### src/logic/dmie_pkg.sv
// Shared constants and types for the data-move instruction executor
package dmie_pkg;

	// ----------------------------------------
	// Widths
	// ----------------------------------------
	localparam int DATA_W    = 8;
	localparam int PTR_W     = 16;
	localparam int BANK_W    = 6;
	localparam int LATCH_W   = 7;
	localparam int FADDR_W   = 7;
	localparam int OFS_W     = 6;
	localparam int MODE_W    = 2;

	// ----------------------------------------
	// Pointer update modes
	// ----------------------------------------
	localparam logic [MODE_W-1:0] MODE_PRE_INC  = 2'h0;
	localparam logic [MODE_W-1:0] MODE_PRE_DEC  = 2'h1;
	localparam logic [MODE_W-1:0] MODE_POST_INC = 2'h2;
	localparam logic [MODE_W-1:0] MODE_POST_DEC = 2'h3;

	// ----------------------------------------
	// Indirect access register locations in each bank
	// ----------------------------------------
	localparam logic [FADDR_W-1:0] IND0_ADDR = 7'h00;
	localparam logic [FADDR_W-1:0] IND1_ADDR = 7'h01;

	// ----------------------------------------
	// Reset values, plus a pointer constant of one (PTR_ONE)
	// ----------------------------------------
	localparam logic [PTR_W-1:0]   PTR_RST   = 16'h0000;
	localparam logic [DATA_W-1:0]  ACC_RST   = 8'h00;
	localparam logic [BANK_W-1:0]  BANK_RST  = 6'h00;
	localparam logic [LATCH_W-1:0] LATCH_RST = 7'h00;
	localparam logic [PTR_W-1:0]   PTR_ONE   = 16'h0001;

	// ----------------------------------------
	// Decoded operations
	// ----------------------------------------
	typedef enum logic [2:0] {
		OP_NONE,
		OP_INDIRECT_LOAD,
		OP_BANK_LITERAL,
		OP_PROG_LATCH_LITERAL,
		OP_ACC_LITERAL,
		OP_ACC_STORE
	} dmie_op_e;

endpackage

### src/logic/dmie_ptr_unit.sv
// Effective address and next value of one file-select pointer
`timescale 1ns/1ns
module dmie_ptr_unit #(
	parameter int PTR_WIDTH = 16
) (
	input  wire logic [PTR_WIDTH-1:0]           ptr,
	input  wire logic [dmie_pkg::MODE_W-1:0]    mode,
	input  wire logic                           relative,
	input  wire logic [dmie_pkg::OFS_W-1:0]     offset,
	output wire logic [PTR_WIDTH-1:0]           eff_addr,
	output wire logic [PTR_WIDTH-1:0]           next_ptr
);
	// ----------------------------------------
	// Elaboration checks
	// ----------------------------------------
	// Sign extension of the offset needs a pointer wider than the offset
	if (PTR_WIDTH <= dmie_pkg::OFS_W)
	begin : g_bad_width
		$error("PTR_WIDTH must exceed the offset width");
	end

	// ----------------------------------------
	// Arithmetic
	// ----------------------------------------
	// Plain truncating adds give wrap-around with no fault
	wire logic [PTR_WIDTH-1:0] ptr_inc = PTR_WIDTH'(ptr + PTR_WIDTH'(1));
	wire logic [PTR_WIDTH-1:0] ptr_dec = PTR_WIDTH'(ptr - PTR_WIDTH'(1));
	wire logic [PTR_WIDTH-1:0] ofs_ext = {{(PTR_WIDTH-dmie_pkg::OFS_W){offset[dmie_pkg::OFS_W-1]}}, offset};
	wire logic [PTR_WIDTH-1:0] ptr_rel = PTR_WIDTH'(ptr + ofs_ext);

	wire logic is_inc = (mode == dmie_pkg::MODE_PRE_INC) || (mode == dmie_pkg::MODE_POST_INC);
	wire logic is_pre = (mode == dmie_pkg::MODE_PRE_INC) || (mode == dmie_pkg::MODE_PRE_DEC);
	wire logic [PTR_WIDTH-1:0] stepped = is_inc ? ptr_inc : ptr_dec;

	// ----------------------------------------
	// Selection
	// ----------------------------------------
	assign eff_addr = relative ? ptr_rel : (is_pre ? stepped : ptr);
	assign next_ptr = relative ? ptr : stepped;

endmodule

### src/logic/dmie_core.sv
// Data-move instruction executor: indirect load, literal moves, accumulator store
`timescale 1ns/1ns
module dmie_core #(
	parameter int PTR_WIDTH = 16
) (
	input  wire logic                               core_clk,
	input  wire logic                               reset_n,
	input  wire logic                               instr_valid,
	input  wire dmie_pkg::dmie_op_e                 instr_op,
	input  wire logic                               ptr_sel,
	input  wire logic [dmie_pkg::MODE_W-1:0]        pointer_mode_field,
	input  wire logic                               ptr_relative,
	input  wire logic [dmie_pkg::OFS_W-1:0]         ptr_offset,
	input  wire logic [dmie_pkg::DATA_W-1:0]        literal,
	input  wire logic [dmie_pkg::FADDR_W-1:0]       file_addr,
	input  wire logic                               ptr_load_en,
	input  wire logic                               ptr_load_sel,
	input  wire logic [PTR_WIDTH-1:0]               ptr_load_value,
	output wire logic                               mem_rd_en,
	output wire logic [PTR_WIDTH-1:0]               mem_rd_addr,
	input  wire logic [dmie_pkg::DATA_W-1:0]        mem_rd_data,
	output wire logic                               mem_wr_en,
	output wire logic [PTR_WIDTH-1:0]               mem_wr_addr,
	output wire logic [dmie_pkg::DATA_W-1:0]        mem_wr_data,
	output wire logic [dmie_pkg::DATA_W-1:0]        acc,
	output wire logic                               zero_flag,
	output wire logic [dmie_pkg::BANK_W-1:0]        bank_selection_register,
	output wire logic [dmie_pkg::LATCH_W-1:0]       pc_high_latch,
	output wire logic [PTR_WIDTH-1:0]               file_select_pointer0,
	output wire logic [PTR_WIDTH-1:0]               file_select_pointer1
);
	// ----------------------------------------
	// Elaboration checks
	// ----------------------------------------
	// Direct addresses are bank plus file offset, so the pointer must cover them
	if (PTR_WIDTH < dmie_pkg::BANK_W + dmie_pkg::FADDR_W)
	begin : g_bad_width
		$error("PTR_WIDTH too small for banked direct addresses");
	end

	// ----------------------------------------
	// State
	// ----------------------------------------
	logic [PTR_WIDTH-1:0]              fsr0_q;
	logic [PTR_WIDTH-1:0]              fsr1_q;
	logic [PTR_WIDTH-1:0]              fsr0_d;
	logic [PTR_WIDTH-1:0]              fsr1_d;
	logic [dmie_pkg::DATA_W-1:0]       acc_q;
	logic [dmie_pkg::DATA_W-1:0]       acc_d;
	logic                              z_q;
	logic                              z_d;
	logic [dmie_pkg::BANK_W-1:0]       bsr_q;
	logic [dmie_pkg::BANK_W-1:0]       bsr_d;
	logic [dmie_pkg::LATCH_W-1:0]      pc_high_latch_q;
	logic [dmie_pkg::LATCH_W-1:0]      pc_high_latch_d;
	logic                              wr_en_q;
	logic [PTR_WIDTH-1:0]              wr_addr_q;
	logic [dmie_pkg::DATA_W-1:0]       wr_data_q;

	// ----------------------------------------
	// Decode
	// ----------------------------------------
	wire logic do_iload  = instr_valid && (instr_op == dmie_pkg::OP_INDIRECT_LOAD);
	wire logic do_bank   = instr_valid && (instr_op == dmie_pkg::OP_BANK_LITERAL);
	wire logic do_latch  = instr_valid && (instr_op == dmie_pkg::OP_PROG_LATCH_LITERAL);
	wire logic do_acclit = instr_valid && (instr_op == dmie_pkg::OP_ACC_LITERAL);
	wire logic do_store  = instr_valid && (instr_op == dmie_pkg::OP_ACC_STORE);

	// ----------------------------------------
	// Pointer arithmetic
	// ----------------------------------------
	// One shared unit: only one pointer moves per instruction
	wire logic [PTR_WIDTH-1:0] sel_ptr = ptr_sel ? fsr1_q : fsr0_q;
	wire logic [PTR_WIDTH-1:0] eff_addr;
	wire logic [PTR_WIDTH-1:0] next_ptr;

	dmie_ptr_unit #(
		.PTR_WIDTH (PTR_WIDTH)
	) u_ptr_unit (
		.ptr      (sel_ptr),
		.mode     (pointer_mode_field),
		.relative (ptr_relative),
		.offset   (ptr_offset),
		.eff_addr (eff_addr),
		.next_ptr (next_ptr)
	);

	// ----------------------------------------
	// Memory read for indirect load
	// ----------------------------------------
	// Read data must return in the same cycle for a single-cycle load
	assign mem_rd_en   = do_iload;
	assign mem_rd_addr = eff_addr;

	// ----------------------------------------
	// Store address, with indirect redirection
	// ----------------------------------------
	wire logic st_ind0 = (file_addr == dmie_pkg::IND0_ADDR);
	wire logic st_ind1 = (file_addr == dmie_pkg::IND1_ADDR);
	wire logic [PTR_WIDTH-1:0] direct_addr = PTR_WIDTH'({bsr_q, file_addr});
	wire logic [PTR_WIDTH-1:0] store_addr = st_ind0 ? fsr0_q :
	                                        st_ind1 ? fsr1_q : direct_addr;

	// ----------------------------------------
	// Next-state selection
	// ----------------------------------------
	wire logic ld0 = ptr_load_en && !ptr_load_sel;
	wire logic ld1 = ptr_load_en && ptr_load_sel;
	wire logic upd0 = do_iload && !ptr_sel;
	wire logic upd1 = do_iload && ptr_sel;

	// Instruction update wins over a side load in the same cycle
	assign fsr0_d = upd0 ? next_ptr : (ld0 ? ptr_load_value : fsr0_q);
	assign fsr1_d = upd1 ? next_ptr : (ld1 ? ptr_load_value : fsr1_q);

	assign acc_d = do_iload  ? mem_rd_data :
	               do_acclit ? literal : acc_q;

	// Only the indirect load touches zero
	assign z_d = do_iload ? (mem_rd_data == '0) : z_q;

	assign bsr_d    = do_bank ? literal[dmie_pkg::BANK_W-1:0] : bsr_q;
	assign pc_high_latch_d = do_latch ? literal[dmie_pkg::LATCH_W-1:0] : pc_high_latch_q;

	// ----------------------------------------
	// Registers
	// ----------------------------------------
	always_ff @(posedge core_clk or negedge reset_n)
	begin
		if (!reset_n)
		begin
			fsr0_q <= PTR_WIDTH'(dmie_pkg::PTR_RST);
			fsr1_q <= PTR_WIDTH'(dmie_pkg::PTR_RST);
		end
		else
		begin
			fsr0_q <= fsr0_d;
			fsr1_q <= fsr1_d;
		end
	end

	always_ff @(posedge core_clk or negedge reset_n)
	begin
		if (!reset_n)
		begin
			acc_q    <= dmie_pkg::ACC_RST;
			z_q      <= 1'b0;
			bsr_q    <= dmie_pkg::BANK_RST;
			pc_high_latch_q <= dmie_pkg::LATCH_RST;
		end
		else
		begin
			acc_q    <= acc_d;
			z_q      <= z_d;
			bsr_q    <= bsr_d;
			pc_high_latch_q <= pc_high_latch_d;
		end
	end

	// Store is issued from flops; the write lands one edge after the instruction
	always_ff @(posedge core_clk or negedge reset_n)
	begin
		if (!reset_n)
		begin
			wr_en_q   <= 1'b0;
			wr_addr_q <= PTR_WIDTH'(dmie_pkg::PTR_RST);
			wr_data_q <= dmie_pkg::ACC_RST;
		end
		else
		begin
			wr_en_q <= do_store;
			if (do_store)
			begin
				wr_addr_q <= store_addr;
				wr_data_q <= acc_q;
			end
		end
	end

	// ----------------------------------------
	// Outputs
	// ----------------------------------------
	assign mem_wr_en               = wr_en_q;
	assign mem_wr_addr             = wr_addr_q;
	assign mem_wr_data             = wr_data_q;
	assign acc                     = acc_q;
	assign zero_flag               = z_q;
	assign bank_selection_register = bsr_q;
	assign pc_high_latch           = pc_high_latch_q;
	assign file_select_pointer0    = fsr0_q;
	assign file_select_pointer1    = fsr1_q;

endmodule

### config.mk
export PLATFORM = sky130hd
export DESIGN_NAME = dmie_core
export DESIGN_NICKNAME = d
export VERILOG_FILES = /design/src/logic/dmie_pkg.sv /design/src/logic/dmie_ptr_unit.sv /design/src/logic/dmie_core.sv
export SDC_FILE = /design/constraint.sdc
export NUM_CORES = 1
export LEC_CHECK = 0
export ABC_AREA = 1
export BUFFER_PORTS_ARGS = -buffer_cell sky130_fd_sc_hd__buf_4
export CAP_MARGIN = 30
export CORE_ASPECT_RATIO = 1.2
export CORE_UTILIZATION = 33
export DETAILED_ROUTE_END_ITERATION = 16
export PLACE_DENSITY = 0.51
export RECOVER_POWER = 25
export SETUP_SLACK_MARGIN = 0.4
export SYNTH_ARGS = -nofsm -noshare
export SYNTH_HDL_FRONTEND = slang
export SYNTH_SLANG_ARGS = --single-unit
### constraint.sdc
create_clock -name core_clk -period 7.8 [get_ports core_clk]
set_clock_uncertainty 0.1 [all_clocks]
set_input_delay 0.78 -clock core_clk [delete_from_list [all_inputs] [get_ports core_clk]]
set_output_delay 0.78 -clock core_clk [all_outputs]
set_load 0.01 [all_outputs]
==> impl_metrics.env, run 1 <==
export IMPL_p_sw_uw=630
export IMPL_arrival_ps=3340
export IMPL_reg2reg_depth=12
export IMPL_synthToLayoutAreaGrowth_pct=26.3
export IMPL_clkPwrFrac=0.264
export IMPL_synth_area_sq_um=6020
export IMPL_ys_warn_count=0
export IMPL_clkLatencyLatePin_ps=330
export IMPL_syn_avg_cell_area_sq_um=6.74
export IMPL_diodes=0
export IMPL_grt_pass1_wl_um=32600
export IMPL_p_per_area_nw_per_um2=221
export IMPL_final_antenna_net_count=0
export IMPL_synth_net_count=973
export IMPL_nFillCells=1899
export IMPL_hold_viol=0
export IMPL_relSlewSlack=-0.719
export IMPL_fin_crit_ps=4220
export IMPL_netlist_area_leader_share=0.329
export IMPL_netlist_top_cells_area="dfrtp_1 33%, nand2_1 16%, o21ai_0 10%"
export IMPL_violations="design-rule violations, max-capacitance violations, max-slew violations"
export IMPL_path_class="input port to output pin"
export IMPL_cts_htree_levels=3
export IMPL_antenna_found_initial=0
export IMPL_viasPerCell=4.97
export IMPL_seq_power_share=0.331
export IMPL_core_area_sq_um=17700
export IMPL_fin_nets=1105
export IMPL_drc=4
export IMPL_hold_path_class="flip-flop to flip-flop"
export IMPL_die_y_um=150
export IMPL_synth_top_cell_by_area="dfrtp_1"
export IMPL_wl_per_cell_um=16.3
export IMPL_postSynthCellCount=892
export IMPL_rows=53
export IMPL_multi_input_area_sq_um=3490
export IMPL_dp_hpwl_um=16300
export IMPL_portBuffers=152
export IMPL_numCtsBuffers=9
export IMPL_cts_hold_buf=0
export IMPL_cp_start_kind="input port"
export IMPL_min_path_cells=2
export IMPL_grt_use_total=0.222
export IMPL_dieArea_sq_um=18800
export IMPL_dp_slack_ps=3610
export IMPL_grt_ovfl_total=0
export IMPL_cts_tree="built"
export IMPL_period_share=0.541
export IMPL_drtIter0Drc=276
export IMPL_drive_gt1_frac=0.209
export IMPL_p_comb_frac=0.405
export IMPL_initial_utilization=0.340
export IMPL_setup_violations=0
export IMPL_p_leak_nw=3.93
export IMPL_cp_max_fo=20
export IMPL_routabilityCongestion=0.885
export IMPL_intPower_mw=1.05
export IMPL_p_sw_frac=0.375
export IMPL_cts_buffer_depth=2
export IMPL_crit_path_end_kind="output pin"
export IMPL_worst_pin_slew_ps=2580
export IMPL_clkTransAtPathRegs_ps=60
export IMPL_grt_pass1_vias=6132
export IMPL_fmax_ghz=0.237
export IMPL_die_x_um=125
export IMPL_regArea_sq_um=1980
export IMPL_via_count=6210
export IMPL_cts_sinks=79
export IMPL_ys_ff_latch=79
export IMPL_rsz0062_at_grt="false"
export IMPL_ys_seq_area_frac=0.329
export IMPL_cap_violations=3
export IMPL_worstPathRequired_ps=6920
export IMPL_status="finished with violations"
export IMPL_routed_wl_um=20400
export IMPL_cts_resized_gates=0
export IMPL_power_mw=1.68
export IMPL_timing_final_ws_setup_ps=3580
export IMPL_ioPinCount=153
export IMPL_synth_distinct_cells=43
export IMPL_dr_pass1_iters=11
export IMPL_peakVddDrop_mv=0.157
export IMPL_cts_setup_buffers=0
export IMPL_cts_root_buf="clkbuf_16"
export IMPL_slew_violations=122
export IMPL_grt_max_degree=48
export IMPL_setup_tns_ps=0
## routing by layer
metal	vias up	track usage	part of all wire
met1	2823	0.268	0.44
met5	-	0	0
met3	16	0.0533	0.060
met2	153	0.399	0.49
met4	0	0.0457	0.012
li1	3218	-	-
## Yosys cell counts
cell type	n
a21boi_0	1
a21o_1	3
a21oi_1	64
a221oi_1	6
and2_1	1
buf_2	6
buf_4	1
buf_6	3
clkbuf_1	25
clkinv_1	1
dfrtp_1	79
fa_1	1
ha_1	23
inv_1	93
inv_2	7
nand2_1	251
nand2_2	25
nand2b_1	1
nand3_1	68
nand3_2	5
nand3b_1	3
nand4_1	3
nor2_1	37
nor2_2	2
nor3_1	6
nor3_2	2
nor4_1	1
o2111ai_1	1
o211ai_1	11
o21a_1	3
o21ai_0	122
o21ai_1	7
o21ai_4	1
o21bai_1	3
o21bai_4	1
o22ai_1	3
o2bb2ai_1	1
o31ai_1	2
o41ai_1	1
or2_2	3
xnor2_1	4
xor2_1	9
xor2_2	2
## final timing paths
check	end	slack [ps]	from
worst max-delay path	mem_rd_addr[15]	3580	ptr_sel
worst min-delay path	zero_flag	390	zero_flag
max in group asynchronous	file_select_pointer0[1]	3610	reset_n
worst max register to register	file_select_pointer1[15]	5130	file_select_pointer1[10]
min in group asynchronous	pc_high_latch[3]	810	reset_n
worst min register to register	zero_flag	390	zero_flag
## power groups by stage
stage / logic (mW) / registers, mW / clock network [mW]
after CTS: 0.686 / 0.556 / 0.451
final: 0.681 / 0.556 / 0.444
after floorplan: 0.364 / 0.577 / 0
after global routing: 0.764 / 0.566 / 0.470
after global placement: 0.683 / 0.562 / 0
after detailed placement: 0.683 / 0.561 / 0
## layout make-up
| class | instances | area share |
|---|---|---|
| Timing Repair Buffer | 156 | 0.152 |
| Inverter | 101 | 0.0499 |
| Clock buffer | 10 | 0.0301 |
| Clock inverter | 6 | 0.0112 |
| Sequential cell | 79 | 0.260 |
| Multi-Input combinational cell | 677 | 0.460 |
| Tap cell | 220 | 0.0362 |
## state kept, by name, summed over array words and instances (netlist names)
signal	count
file_select_pointer1	16
mem_wr_data	8
mem_wr_addr	16
acc	8
bank_selection_register	6
zero_flag	1
file_select_pointer0	16
pc_high_latch	7
mem_wr_en	1
## placed cells by master (no fill, tap or decap), drive strengths merged, types with 14 or more instances in the layout
cell / n
ha: 23
clkbuf: 14
nor2: 39
o21ai: 130
a21oi: 64
nand3: 73
inv: 100
dfrtp: 79
nand2: 276
buf: 152
## per-stage QoR
stage / std cells / area [sq um] / util / hold slack [ps]
after CTS: 1249 / 7610 / 0.430 / 289
final: 1249 / 7600 / 0.429 / 389
after global placement: 1233 / 7300 / 0.412 / 372
after detailed placement: 1233 / 7300 / 0.412 / 374
after global routing: 1249 / 7600 / 0.429 / 409
after floorplan: 892 / 6020 / - / 384
## cells by family after synthesis
logic type                 Yosys count  share of synthesized area
AOI/OAI and AO/OA                  230                      0.211
xor gates and xnor gates            15                     0.0243
adders and majority gates           24                     0.0512
buffers and inverters              136                     0.0905
DFF                                 79                      0.329
and+or+nand+nor                    408                      0.294
## critical path, stage by stage
cell and delay (ps):
buf_4 230, inv_2 220, o21ai_0 520, ha_1 320, nand2_1 130, nor3_1 300, and2_1 170, nand2_1 80
nand2_1 70, nand2_1 70, nand2_1 70, nand2_1 50, nand3_1 100, o21ai_1 80, buf_4 140
Power figures use the tool's default switching activity.
==> inputs of run 2 (changes only) <==
ABC_AREA = 0   (was 1)
clock period = 3.99 ns   (was 7.8 ns; I/O delays follow)
==> impl_metrics.env, run 2 <==
export IMPL_status="finished with violations"
export IMPL_violations="max-capacitance violations, max-slew violations"
export IMPL_dp_hpwl_um=14300
export IMPL_reg2reg_slack_ps=1010
export IMPL_routabilityCongestion=0.877
export IMPL_core_area_sq_um=17400
export IMPL_path_class="flip-flop to output pin"
export IMPL_netlist_top_cells_area="dfrtp_1 34%, mux2i_1 6.6%, nand2_1 5.7%"
export IMPL_setup_violations=0
export IMPL_ys_ff_latch=79
export IMPL_rsz0062_at_grt="true"
export IMPL_hold_viol=0
export IMPL_timing_rr_start="file_select_pointer0[7]"
export IMPL_async_flop_share=1.00
export IMPL_cp_start_kind="flip-flop"
export IMPL_cts_buffer_depth=2
export IMPL_fmax_ghz=0.275
export IMPL_synth_net_count=772
export IMPL_fin_nets=952
export IMPL_initial_utilization=0.337
export IMPL_worst_pin_slew_ps=1730
export IMPL_cts_root_buf="clkbuf_16"
export IMPL_final_cell_mix="204 x buf_4, 89 x nand2_1, 68 x dfrtp_1"
export IMPL_cap_violations=1
export IMPL_cts_htree_levels=3
export IMPL_ys_warn_count=0
export IMPL_final_core_util=0.475
export IMPL_die_x_um=124
export IMPL_arrival_ps=3140
export IMPL_rows=53
export IMPL_p_per_area_nw_per_um2=458
export IMPL_synthToLayoutAreaGrowth_pct=41.1
export IMPL_drive_gt1_frac=0.373
export IMPL_final_antenna_net_count=0
export IMPL_period_share=0.913
export IMPL_numCtsBuffers=9
export IMPL_synth_area_sq_um=5880
export IMPL_worstPathRequired_ps=3490
export IMPL_drc=0
export IMPL_r2r_end="file_select_pointer0[13]"
export IMPL_synth_top_cell_by_area="dfrtp_1"
export IMPL_ys_seq_area_frac=0.336
export IMPL_synth_edf_count=0
export IMPL_viasPerCell=5.40
export IMPL_grt_use_total=0.210
export IMPL_postSynthCellCount=691
export IMPL_reg2reg_depth=11
export IMPL_synth_distinct_cells=69
export IMPL_slew_violations=69
export IMPL_relSlewSlack=-0.150
export IMPL_grt_pass1_wl_um=29800
export IMPL_routed_wl_um=19500
export IMPL_hold_end="acc[4]"
export IMPL_via_count=5917
export IMPL_grt_pass1_vias=5757
export IMPL_crit_path_end_kind="output pin"
export IMPL_grt_max_degree=69
export IMPL_dr_pass1_iters=7
export IMPL_clkTransAtPathRegs_ps=60
export IMPL_p_leak_nw=3.84
export IMPL_die_y_um=148
export IMPL_peakVddDrop_mv=0.192
export IMPL_power_mw=3.80
export IMPL_cts_sinks=79
export IMPL_grt_ovfl_total=0
export IMPL_wl_per_cell_um=17.8
export IMPL_final_common_cell="buf_4"
export IMPL_portBuffers=152
export IMPL_min_path_cells=2
export IMPL_worstHoldStart="instr_op[0]"
export IMPL_ys_top_cells_by_count="89 x nand2_1, 79 x dfrtp_1, 59 x o21ai_0"
export IMPL_hold_ws_ps=188
export IMPL_dieArea_sq_um=18300
export IMPL_fin_crit_ps=3640
export IMPL_ioPinCount=153
export IMPL_synth_ff_type="dfrtp_1"
export IMPL_yosysMostFrequentCell="nand2_1"
export IMPL_hold_path_class="input port to flip-flop"
export IMPL_cts_tree="built"
export IMPL_antenna_found_initial=0
export IMPL_netlist_area_leader_share=0.336
export IMPL_clkLatencyLatePin_ps=340
export IMPL_cp_max_fo=2
export IMPL_setup_tns_ps=0
export IMPL_diodes=0
export IMPL_syn_avg_cell_area_sq_um=8.50
export IMPL_drtIter0Drc=265
[run 2: logic make-up (layout without fill, tap and decap cells)]
logic type / after synthesis / in the layout / share of synthesized area
buffers and inverters: 69 / 254 / 0.0471
muxes: 69 / 69 / 0.127
DFF: 79 / 79 / 0.336
AOI/OAI and AO/OA: 187 / 187 / 0.205
xor gates and xnor gates: 34 / 34 / 0.0507
and+or+nand+nor: 228 / 228 / 0.180
adders and majority gates: 25 / 25 / 0.0543
[run 2: through the flow]
| stage | instance area, sq um | std cells | setup slack [ps] |
|---|---|---|---|
| 6_report | 8290 | 1096 | 348 |
| 3_5_place_dp | 7350 | 1046 | 55.5 |
| 3_3_place_gp | 7320 | 1045 | 102 |
| 4_1_cts | 8020 | 1086 | 321 |
| 5_1_grt | 8290 | 1096 | 200 |
| 2_1_floorplan | 5940 | 691 | 360 |
[run 2: worst max-delay path, stage by stage (launching register included)]
cell and delay, ps:
dfrtp_2 440, mux2i_4 180, inv_2 80, ha_4 220, a211o_1 280, o211ai_1 80
buf_4 160, a21oi_4 60, a2111oi_4 360, o21ai_2 120, a41oi_2 160, xnor2_1 90
a22o_1 250, xnor2_1 170, buf_4 140
[run 2: worst max-delay path by stage]
stage	startpoint	slack, ps	to	cells past startpoint
finish	file_select_pointer1[1]	350	mem_rd_addr[15]	14
global route	ptr_sel	200	mem_rd_addr[10]	15
CTS	file_select_pointer1[0]	320	mem_rd_addr[15]	14
detailed placement	ptr_sel	60	mem_rd_addr[15]	14
global placement	ptr_sel	100	mem_rd_addr[14]	16
floorplan	ptr_sel	360	mem_rd_addr[12]	15
[run 2: routing by layer]
metal | vias up | track usage | wire length, um
met2 | 173 | 0.354 | 9590
met4 | 0 | 0.0771 | 399
met3 | 27 | 0.0318 | 879
li1 | 2850 | - | -
met5 | - | 0 | 0
met1 | 2867 | 0.268 | 8600
[run 2: layout make-up]
type | count | area [sq um]
inverters | 27 | 101
flip-flops and latches | 79 | 1990
multi-input cells | 543 | 4000
fillers | 1671 | 9150
clock buffers | 10 | 229
well taps | 220 | 275
clock inverters | 6 | 85.1
repair buffers | 211 | 1600
[run 2: power by group]
group	total, mW	internal, mW	leakage (nW)	switching, mW
clock network	0.875	0.546	0.148	0.329
registers	1.10	0.961	0.964	0.141
logic	1.82	0.907	2.73	0.916
total	3.80	2.41	3.84	1.39
[run 2: timing repair]
| action | 4_1_cts | 5_1_grt |
|---|---|---|
| pin swaps | 13 | 29 |
| setup buffers | 23 | 10 |
| endpoints found under the hold margin | 11 | 0 |
| gates resized for setup | 48 | 42 |
| hold buffers | 1 | 0 |
| endpoints found under the setup margin | 8 | 8 |
==> inputs of run 3 (changes only) <==
CAP_MARGIN = 10   (was 30)
SYNTH_HIERARCHICAL = 1   (was default)
==> impl_metrics.env, run 3 <==
export IMPL_status="finished with violations"
export IMPL_violations="max-capacitance violations, max-slew violations"
export IMPL_synth_edf_count=0
export IMPL_portBuffers=152
export IMPL_slew_violations=116
export IMPL_clkLatencyLatePin_ps=350
export IMPL_crit_path_end_kind="output pin"
export IMPL_final_antenna_net_count=0
export IMPL_crit_end="mem_rd_addr[10]"
export IMPL_timing_rr_start="file_select_pointer1[2]"
export IMPL_p_leak_nw=3.50
export IMPL_cts_htree_levels=3
export IMPL_r2r_end="file_select_pointer0[10]"
export IMPL_nFillCells=1688
export IMPL_die_x_um=124
export IMPL_numCtsBuffers=9
export IMPL_synth_net_count=717
export IMPL_grt_ovfl_total=0
export IMPL_cts_buffer_depth=2
export IMPL_arrival_ps=3040
export IMPL_grt_use_total=0.204
export IMPL_rows=52
export IMPL_relSlewSlack=-0.365
export IMPL_async_flop_share=1.00
export IMPL_yosysMostFrequentCell="dfrtp_1"
export IMPL_hold_path_class="input port to flip-flop"
export IMPL_setup_violations=0
export IMPL_drive_gt1_frac=0.331
export IMPL_wl_met3_um=1040
export IMPL_p_sw_mw=1.26
export IMPL_place_inst=972
export IMPL_synth_top_cell_by_area="dfrtp_1"
export IMPL_rsz0062_at_grt="true"
export IMPL_via_count=5517
export IMPL_top_layer_used="met4"
export IMPL_core_area_sq_um=17100
export IMPL_postSynthCellCount=643
export IMPL_hold_viol=0
export IMPL_min_path_cells=2
export IMPL_instances_no_fill=1008
export IMPL_dp_hpwl_um=13900
export IMPL_reg2reg_depth=10
export IMPL_ys_warn_count=6
export IMPL_die_y_um=148
export IMPL_routed_wl_um=18500
export IMPL_antenna_found_initial=0
export IMPL_fin_crit_ps=3540
export IMPL_ioPinCount=153
export IMPL_cts_sinks=79
export IMPL_cp_max_fo=7
export IMPL_final_cell_mix="175 x buf_4, 77 x dfrtp_1, 58 x nand2_1"
export IMPL_fmax_ghz=0.283
export IMPL_crit_start="file_select_pointer1[2]"
export IMPL_p_per_area_nw_per_um2=458
export IMPL_viasPerCell=5.47
export IMPL_worst_pin_slew_ps=2050
export IMPL_setup_tns_ps=0
export IMPL_dieArea_sq_um=18300
export IMPL_ys_seq_area_frac=0.338
export IMPL_synthToLayoutAreaGrowth_pct=30.7
export IMPL_netlist_area_leader_share=0.338
export IMPL_grt_pass1_vias=5247
export IMPL_grt_max_degree=80
export IMPL_intPower_mw=2.24
export IMPL_fin_nets=861
export IMPL_period_share=0.886
export IMPL_synth_distinct_cells=75
export IMPL_worstPathRequired_ps=3490
export IMPL_p_comb_frac=0.424
export IMPL_grt_pass1_wl_um=28800
export IMPL_path_class="flip-flop to output pin"
export IMPL_reg2reg_slack_ps=1020
export IMPL_wl_per_cell_um=18.4
export IMPL_clkPwrFrac=0.265
export IMPL_cts_root_buf="clkbuf_16"
export IMPL_multi_input_area_sq_um=3610
export IMPL_clkTransAtPathRegs_ps=60
export IMPL_netlist_top_cells_area="dfrtp_1 34%, mux2i_1 8.4%, mux2_2 7.7%"
export IMPL_drc=0
export IMPL_ys_ff_latch=79
export IMPL_final_common_cell="buf_4"
export IMPL_power_mw=3.50
export IMPL_dr_pass1_iters=4
export IMPL_ys_top_cells_by_count="79 x dfrtp_1, 58 x nand2_1, 49 x a21oi_1, 49 x mux2i_1, 40 x mux2_2"
export IMPL_initial_utilization=0.342
export IMPL_cp_start_kind="flip-flop"
export IMPL_synth_ff_type="dfrtp_1"
export IMPL_wl_met2_um=9210
export IMPL_syn_avg_cell_area_sq_um=9.09
export IMPL_p_sw_frac=0.360
export IMPL_cap_violations=2
export IMPL_met1Wirelength_um=8070
export IMPL_diodes=0
export IMPL_routabilityCongestion=0.852
export IMPL_synth_area_sq_um=5850
export IMPL_peakVddDrop_mv=0.171
export IMPL_regArea_sq_um=1980
export IMPL_cts_tree="built"
export IMPL_drtIter0Drc=266
export IMPL_seq_power_share=0.311
[run 3: changes by cell type after synthesis, moves of 15 or more]
| cell | before | now |
|---|---|---|
| nor2_1 | 56 | 33 |
| xor2_1 | 6 | 22 |
| nand2_1 | 89 | 58 |
| nand3_1 | 9 | 24 |
| o21ai_0 | 59 | 32 |
| mux2_2 | 25 | 40 |
[run 3: how the worst min path moves through the flow]
| stage | to | slack, ps | from |
|---|---|---|---|
| finish | pc_high_latch[6] | 200 | literal[6] |
| detailed placement | mem_wr_data[7] | 360 | mem_wr_data[7] |
| floorplan | acc[0] | 3 | reset_n |
| global placement | mem_wr_data[1] | 360 | mem_wr_data[1] |
| global route | pc_high_latch[6] | 190 | literal[6] |
| CTS | mem_wr_addr[4] | 170 | reset_n |
[run 3: per-stage QoR]
step	area [sq um]	setup WS [ps]	hold slack, ps	util
after floorplan	5860	460	3.41	-
after global placement	7070	324	361	0.413
after detailed placement	7070	299	363	0.413
after CTS	7510	399	175	0.439
after global routing	7640	337	191	0.447
final	7640	455	199	0.447
[run 3: power groups by stage]
stage          Clock, mW  Combinational [mW]  Sequential (mW)
2_1_floorplan          0               0.751             1.15
6_report           0.928                1.48             1.09
4_1_cts            0.950                1.45             1.09
3_3_place_gp           0                1.38             1.12
5_1_grt            0.984                1.63             1.11
3_5_place_dp           0                1.39             1.12
[run 3: kinds of logic (layout without fill, tap and decap cells)]
family	after synthesis	in the layout	synth area share
AO/OA/AOI/OAI	146	146	0.160
XOR/XNOR	39	39	0.0584
adder cells (fa/ha/maj)	17	17	0.0377
buffers and inverters	68	217	0.0580
flip-flops	79	79	0.338
multiplexers	90	90	0.163
AND/OR/NAND/NOR	204	204	0.185
[run 3: critical path: stages (launching register included)]
cell	delay, ps
dfrtp_1	410
nand2_1	100
o21ai_2	90
buf_6	150
or4_4	570
or4_4	440
or3_4	370
a21oi_4	180
xnor2_2	140
mux2i_1	90
buf_4	160
[run 3: metal layers]
metal  track usage  up-vias
met2         0.349      197
li1              -     2668
met3        0.0297       14
met5             0        -
met1         0.266     2638
met4        0.0524        0
[run 3: final cells by class]
type / instances / share of cell area
Inverter: 19 / 0.00966
Timing Repair Buffer: 182 / 0.180
Sequential cell: 79 / 0.259
Clock buffer: 9 / 0.0295
Tap cell: 216 / 0.0354
Clock inverter: 7 / 0.0144
Multi-Input combinational cell: 496 / 0.472
[run 3: timing repair]
action | 4_1_cts | 5_1_grt
buffers inserted | 10 | 10
pin swaps | 1 | 7
resized for setup | 13 | 21
hold buffers | 0 | 0
endpoints found under the setup margin | 5 | 8
